--- config.mk ---
export PLATFORM = sky130hd
export DESIGN_NAME = wiper_nv_seq
export DESIGN_NICKNAME = d
export VERILOG_FILES = /design/src/wiper_nv_pkg.sv /design/src/wiper_nv_seq.sv /design/src/nv_cell.sv
export VERILOG_INCLUDE_DIRS = /design/src
export SDC_FILE = /design/constraint.sdc
export NUM_CORES = 1
export LEC_CHECK = 0
export ABC_AREA = 1
export BUFFER_PORTS_ARGS = -buffer_cell sky130_fd_sc_hd__buf_2
export CORE_UTILIZATION = 37
export DETAILED_ROUTE_END_ITERATION = 10
export SYNTH_ARGS = -nofsm -noshare
export SYNTH_HDL_FRONTEND = slang
export SYNTH_SLANG_ARGS = --single-unit
export TNS_END_PERCENT = 1
--- constraint.sdc ---
create_clock -name clk -period 3.01 [get_ports clk]
set_input_delay 0 -clock clk [delete_from_list [all_inputs] [get_ports clk]]
set_output_delay 0 -clock clk [all_outputs]
set_load 0.05 [all_outputs]
--- src/wiper_nv_cfg.svh ---
`ifndef WIPER_NV_CFG_SVH
`define WIPER_NV_CFG_SVH
// Clock rate and documented times
`define CLK_HZ           125000000
`define STORE_TIME_MS    26
`define RESTORE_TIME_US  300
`define REWRITE_TIME_US  540
`define SCL_MAX_KHZ      400
// Derived cycle counts (typical figures, taken as exact)
`define STORE_CYCLES     ((`CLK_HZ / 1000) * `STORE_TIME_MS)
`define RESTORE_CYCLES   ((`CLK_HZ / 1000000) * `RESTORE_TIME_US)
`define REWRITE_CYCLES   ((`CLK_HZ / 1000000) * `REWRITE_TIME_US)
// Shortest legal SCL period in clock cycles, rounded down
`define SCL_MIN_CYCLES   ((`CLK_HZ / 1000) / `SCL_MAX_KHZ)
// Wiper reset value
`define WIPER_MIDSCALE   8'h80
`define CNT_W            22
`endif

--- src/wiper_nv_pkg.sv ---
package wiper_nv_pkg;
   typedef enum logic [2:0] {
      ST_PRESET,
      ST_PWR_RESTORE,
      ST_IDLE,
      ST_STORE,
      ST_RESTORE
   } seq_state_t;
endpackage : wiper_nv_pkg

--- src/wiper_nv_seq.sv ---
`timescale 1ns/1ps
`include "wiper_nv_cfg.svh"
// Behaviour
// RQ1: master starts no transaction during store
// RQ2: store completes after 26 ms
// RQ3: preset midscale first, then restore nonvolatile
// RQ4: power-on restore finishes after 300 us
// RQ5: restore command reloads wiper in 300 us
// RQ6: master waits 540 us before nonvolatile write
// RQ7: serial clock at most 400 kHz
// RQ8: busy during operations; new requests deferred
module wiper_nv_seq (
   input  wire logic       clk,
   input  wire logic       rst_n,
   input  wire logic       store_req,
   input  wire logic       restore_req,
   input  wire logic       wiper_wr,
   input  wire logic [7:0] wiper_wr_data,
   input  wire logic       scl_in,
   output logic      [7:0] wiper_ff,
   output logic            busy_ff,
   output logic            bus_block_ff,
   output logic            rewrite_ok_ff,
   output logic            store_done_ff,
   output logic            restore_done_ff,
   output logic            scl_fast_err_ff
);
   // ----------------------------------------------------------------
   // State
   // ----------------------------------------------------------------
   typedef struct packed {
      wiper_nv_pkg::seq_state_t st;
      logic [`CNT_W-1:0]        cnt;
      logic [`CNT_W-1:0]        rw_cnt;
      logic                     rw_ok;
      logic                     st_pend;
      logic                     rs_pend;
      logic [7:0]               wiper;
      logic                     busy;
      logic                     blk;
      logic                     s_done;
      logic                     r_done;
      logic                     nv_we;
      logic [1:0]               scl_sync;
      logic                     scl_prev;
      logic [15:0]              scl_cnt;
      logic                     scl_err;
   } state_t;

   state_t s_ff;
   state_t nxt_s;
   logic [7:0] nv_rd;

   localparam logic [`CNT_W-1:0] STORE_N   = `CNT_W'(`STORE_CYCLES - 1);
   localparam logic [`CNT_W-1:0] RESTORE_N = `CNT_W'(`RESTORE_CYCLES - 1);
   localparam logic [`CNT_W-1:0] REWRITE_N = `CNT_W'(`REWRITE_CYCLES - 1);
   localparam logic [15:0]       SCL_MIN   = 16'(`SCL_MIN_CYCLES);

   // Timer expiry test shared by all timed states
   function automatic logic expired(input logic [`CNT_W-1:0] c, input logic [`CNT_W-1:0] lim);
      return c >= lim;
   endfunction : expired

   // ----------------------------------------------------------------
   // Nonvolatile cell
   // ----------------------------------------------------------------
   nv_cell u_nv (
      .clk     (clk),
      .rst_n   (rst_n),
      .wr_en   (s_ff.nv_we),
      .wr_data (s_ff.wiper),
      .rd_data (nv_rd)
   );

   // ----------------------------------------------------------------
   // Next-state logic
   // ----------------------------------------------------------------
   always_comb begin
      nxt_s        = s_ff;
      nxt_s.s_done = 1'b0;
      nxt_s.r_done = 1'b0;
      nxt_s.nv_we  = 1'b0;
      // Requests arriving while busy are remembered, not dropped
      if (store_req) nxt_s.st_pend = 1'b1;                       // RQ8
      if (restore_req) nxt_s.rs_pend = 1'b1;                     // RQ8
      // Rewrite guard timer runs from the power-on preset
      if (!s_ff.rw_ok) begin
         if (expired(s_ff.rw_cnt, REWRITE_N)) nxt_s.rw_ok = 1'b1; // RQ6
         else nxt_s.rw_cnt = s_ff.rw_cnt + 1'b1;
      end
      case (s_ff.st)
         wiper_nv_pkg::ST_PRESET: begin
            nxt_s.wiper = `WIPER_MIDSCALE;                       // RQ3
            nxt_s.cnt   = '0;
            nxt_s.st    = wiper_nv_pkg::ST_PWR_RESTORE;
         end
         wiper_nv_pkg::ST_PWR_RESTORE: begin
            nxt_s.cnt = s_ff.cnt + 1'b1;
            if (expired(s_ff.cnt, RESTORE_N)) begin
               nxt_s.wiper  = nv_rd;                             // RQ3 RQ4
               nxt_s.busy   = 1'b0;
               nxt_s.r_done = 1'b1;
               nxt_s.st     = wiper_nv_pkg::ST_IDLE;
            end
         end
         wiper_nv_pkg::ST_IDLE: begin
            nxt_s.cnt = '0;
            // Store waits for the rewrite guard; restore has no such limit
            if (s_ff.st_pend && s_ff.rw_ok) begin
               nxt_s.st_pend = store_req;
               nxt_s.busy    = 1'b1;
               nxt_s.blk     = 1'b1;                             // RQ1
               nxt_s.nv_we   = 1'b1;
               nxt_s.st      = wiper_nv_pkg::ST_STORE;
            end else if (s_ff.rs_pend) begin
               nxt_s.rs_pend = restore_req;
               nxt_s.busy    = 1'b1;
               nxt_s.st      = wiper_nv_pkg::ST_RESTORE;
            end else if (wiper_wr) begin
               nxt_s.wiper = wiper_wr_data;
            end
         end
         wiper_nv_pkg::ST_STORE: begin
            nxt_s.cnt = s_ff.cnt + 1'b1;
            if (expired(s_ff.cnt, STORE_N)) begin               // RQ2
               nxt_s.busy   = 1'b0;
               nxt_s.blk    = 1'b0;
               nxt_s.s_done = 1'b1;
               nxt_s.st     = wiper_nv_pkg::ST_IDLE;
            end
         end
         wiper_nv_pkg::ST_RESTORE: begin
            nxt_s.cnt = s_ff.cnt + 1'b1;
            if (expired(s_ff.cnt, RESTORE_N)) begin             // RQ5
               nxt_s.wiper  = nv_rd;
               nxt_s.busy   = 1'b0;
               nxt_s.r_done = 1'b1;
               nxt_s.st     = wiper_nv_pkg::ST_IDLE;
            end
         end
         default: nxt_s.st = wiper_nv_pkg::ST_IDLE;
      endcase
      // SCL rate watch: rising edges closer than the 400 kHz period
      nxt_s.scl_sync = {s_ff.scl_sync[0], scl_in};
      nxt_s.scl_prev = s_ff.scl_sync[1];
      if (s_ff.scl_cnt != 16'hffff) nxt_s.scl_cnt = s_ff.scl_cnt + 16'h0001;
      if (s_ff.scl_sync[1] && !s_ff.scl_prev) begin
         if (s_ff.scl_cnt < SCL_MIN) nxt_s.scl_err = 1'b1;      // RQ7
         nxt_s.scl_cnt = 16'h0000;
      end
   end

   // ----------------------------------------------------------------
   // State register
   // ----------------------------------------------------------------
   always_ff @(posedge clk) begin
      if (!rst_n) begin
         s_ff          <= '0;
         s_ff.st       <= wiper_nv_pkg::ST_PRESET;
         s_ff.wiper    <= `WIPER_MIDSCALE;
         s_ff.busy     <= 1'b1;
         s_ff.scl_cnt  <= 16'hffff;
         // Synchroniser starts at the idle-high level, so release shows no false edge
         s_ff.scl_sync <= 2'b11;
         s_ff.scl_prev <= 1'b1;
      end else begin
         s_ff <= nxt_s;
      end
   end

   // Outputs come straight from the state flops
   assign wiper_ff        = s_ff.wiper;
   assign busy_ff         = s_ff.busy;
   assign bus_block_ff    = s_ff.blk;
   assign rewrite_ok_ff   = s_ff.rw_ok;
   assign store_done_ff   = s_ff.s_done;
   assign restore_done_ff = s_ff.r_done;
   assign scl_fast_err_ff = s_ff.scl_err;
endmodule : wiper_nv_seq

--- src/nv_cell.sv ---
`timescale 1ns/1ps
`include "wiper_nv_cfg.svh"
// ----------------------------------------------------------------
// Nonvolatile wiper cell model, registered read data
// ----------------------------------------------------------------
module nv_cell (
   input  wire logic       clk,
   input  wire logic       rst_n,
   input  wire logic       wr_en,
   input  wire logic [7:0] wr_data,
   output logic      [7:0] rd_data
);
   // Factory content is midscale; a declaration value keeps the flop single-driven
   logic [7:0] mem_ff = `WIPER_MIDSCALE;

   // Cell content is not touched by reset, as in real nonvolatile storage
   always_ff @(posedge clk) begin
      if (wr_en) begin
         mem_ff <= wr_data;
      end
   end

   // Read port registered; reset shows the factory midscale value
   always_ff @(posedge clk) begin
      if (!rst_n) begin
         rd_data <= `WIPER_MIDSCALE;
      end else begin
         rd_data <= mem_ff;
      end
   end

endmodule : nv_cell

==> impl_metrics.py <==
metrics = {
    "setup_path": {
        "cpPeakStageDelay_ps": 680,
        "r2r_cells": 7,
        "critical_path_arrival_ps": 2150,
        "cp.required_ps": 3250,
        "crit_chain": "nor4_1 -> nor3b_4 -> nand2_4 -> inv_2 -> nand2_1 -> nand2_1 -> nor2_1",
        "end_kind": "register",
        "crit_slowest_cell": "nor3b_4",
        "critPathLaunchType": "register",
        "crit_type": "register to register",
        "worst_r2r_endpoint": "s_ff[36]",
        "r2r_slack_ps": 1100,
        "cp_max_fo": 16,
        "r2r_start": "s_ff[55]",
        "timing.critical_path.mode_cell": "nand2_1",
    },
    "worst_hold_path": {
        "hold_depth": 4,
        "hold_path_end": "wiper_ff[4]",
        "hold_path_startpoint": "wiper_wr_data[4]",
        "worst_hold_path_type": "primary input to register",
    },
    "sta": {
        "slew_violations": 0,
        "fin_ws_ps": 1100,
        "tightest_slew_ps": 733,
        "fmax_mhz": 525,
        "rsz0062_at_grt": "no",
        "timing.final.crit_share": 0.633,
        "finalCriticalPeriod_ps": 1910,
        "hold_ws_ps": 26.2,
        "hold_viol": 0,
        "finalSetupViolCount": 0,
        "slew-limit-headroom": 0.511,
        "finClkSkew_ps": 9.05,
        "setup-tns-final_ps": 0,
    },
    "floorplanning": {
        "die_x_um": 118,
        "core_mm2": 0.0132,
        "io_pins": 28,
        "start_util": 0.378,
        "rows": 42,
        "die_h_um": 118,
        "die_area_mm2": 0.0140,
    },
    "clock_tree": {
        "insertion_delay_ps": 350,
        "cts_inserted_buffers": 9,
        "clk_pin_slew_worst_paths_ps": 70,
        "cts_tree": "built",
        "htree_levels": 3,
        "clock_path_buffers": 2,
        "cts.root.buffer_cell": "clkbuf_16",
        "clock-sinks": 99,
    },
    "logic_synthesis": {
        "synthDistinctLibCells": 48,
        "synth_warnings": 0,
        "synth_edf_count": 8,
        "synthArstFlopShare": 0,
        "yosysMostFrequentCell": "nand2_1",
        "ys_ff_latch": 99,
        "ys_seq_area_frac": 0.411,
        "synthTopCellsByArea": "dfxtp_1 36%, nand2_1 10%, nand3_1 6.6%, nor2_1 6.2%, inv_1 5.0%",
        "synth.top_cells.by_count": "139 x nand2_1, 91 x dfxtp_1, 83 x nor2_1",
        "syn-num-nets": 704,
        "syn_area_mm2": 0.00501,
        "synth_flop_cell": "dfxtp_1",
        "syn_inst": 687,
        "avgSynthCellArea_um2": 7.29,
        "yosys.area.top_type_share": 0.364,
        "synth_top_area_cell": "dfxtp_1",
    },
    "grt": {
        "grt_start_max_net_pins": 49,
        "grt_usage": 0.168,
        "antenna_found_initial": 0,
        "grt_pass1_wl_mm": 19.1,
        "grt_pass1_vias": 4104,
        "grt_overflow": 0,
    },
    "final_layout": {
        "drive_gt1_frac": 0.137,
        "area_growth_pct": 11.7,
        "nFillCells": 1381,
        "diodes": 0,
        "final_area_mm2": 0.00560,
        "fin_nets": 726,
    },
    "route": {
        "drc": 0,
        "dr_wl_met3_um": 613,
        "vias_per_cell": 4.94,
        "wl_met2_mm": 5.16,
        "drt-met1-wl_mm": 5.26,
        "drt_iter0_markers": 318,
        "num_vias": 4396,
        "drt-total-wl_mm": 11.1,
        "ant_nets": 0,
        "wl_per_cell_um": 12.5,
        "dr.pass1.iters": 5,
        "top_layer": "met4",
    },
    "placed_design": {
        "dpl-instance-area_mm2": 0.00526,
        "dp_hpwl_mm": 7.83,
        "gp_congestion": 0.907,
        "place_ws_ps": 1170,
        "io_buffers": 27,
    },
    "power_and_ir_drop": {
        "peakVddDrop_v": 0.000622,
        "total_leakage_power_nw": 2.39,
        "powerDensity_mw_per_mm2": 789,
        "total_power_mw": 4.42,
    },
    "job": {
        "cap_violations": 0,
    },
    "status": {
        "status": "finished clean",
    },
}
worst max-delay path by stage:
stage                       start  cells past startpoint           to
floorplan           rewrite_ok_ff                     11  wiper_ff[7]
global placement         s_ff[55]                      7     s_ff[36]
detailed placement       s_ff[55]                      7     s_ff[36]
CTS                      s_ff[55]                      7     s_ff[36]
global route             s_ff[55]                      7     s_ff[36]
finish                   s_ff[55]                      7     s_ff[36]
worst max-delay path, delay by kind of cell (launching register included):
family | cells | cell delay (ps)
buffers and inverters | 1 | 130
DFF | 1 | 310
and+or+nand+nor | 6 | 1350
metrics by stage:
step,utilization,instances
floorplan,-,687
global placement,0.397,870
detailed placement,0.397,870
CTS,0.423,890
global route,0.423,890
finish,0.423,890
state kept, by name, indices dropped and copies added (netlist names):
name and cells:
bus_block_ff 1, restore_done_ff 1, nxt_s 2, rewrite_ok_ff 1, busy_ff 1, wiper_ff 8, u_nv.rd_data 8, store_done_ff 1
u_nv.mem_ff 8, s_ff 67, scl_fast_err_ff 1
cell families after synthesis:
kind of cell               share of synthesized area
AOI/OAI and AO/OA                              0.108
DFF                                            0.411
buffers and inverters                         0.0941
xor gates and xnor gates                      0.0385
and+or+nand+nor                                0.341
adders and majority gates                    0.00749
final cells by class:
cell class / instances / area [µm²] / area share
repair buffers: 33 / 190 / 0.0340
clock inverters: 7 / 73.8 / 0.0132
well taps: 176 / 220 / 0.0393
flip-flops and latches: 99 / 2060 / 0.368
inverters: 88 / 348 / 0.0622
multi-input cells: 478 / 2480 / 0.443
clock buffers: 9 / 225 / 0.0402
metal layers:
layer	GRT usage	vias up
met5	0	-
met4	0.0411	0
met3	0.0473	7
met2	0.276	106
met1	0.216	1989
li1	-	2294
where the power goes:
group	internal (mW)	switching, mW	total (mW)
Clock	0.650	0.513	1.16
Combinational	0.518	1.06	1.58
Sequential	1.50	0.172	1.67
layout by cell type, fill, tap and decap left out, drive strengths merged:
cell,instances
a211oi,3
a21oi,36
a221oi,1
a22o,7
a31o,2
a31oi,2
and3,1
buf,29
bufinv,1
clkbuf,9
clkinv,5
clkinvlp,1
dfxtp,91
dlygate4sd3,4
edfxtp,8
ha,3
inv,88
nand2,146
nand3,67
nand3b,2
nand4,19
nor2,96
nor3,23
nor3b,1
nor4,4
o211ai,5
o21a,1
o21ai,28
o221ai,1
o22ai,1
o311ai,3
or2,4
xnor2,5
xor2,17
what timing repair did:
| item | in CTS | in global routing |
|---|---|---|
| gates resized for setup | 0 | 0 |
| endpoints found under the hold margin | 4 | 0 |
| setup endpoints to repair | 0 | 0 |
| hold buffers | 4 | 0 |
| buffers inserted | 0 | 0 |
Note: power is estimated with default switching activity, not from simulation.
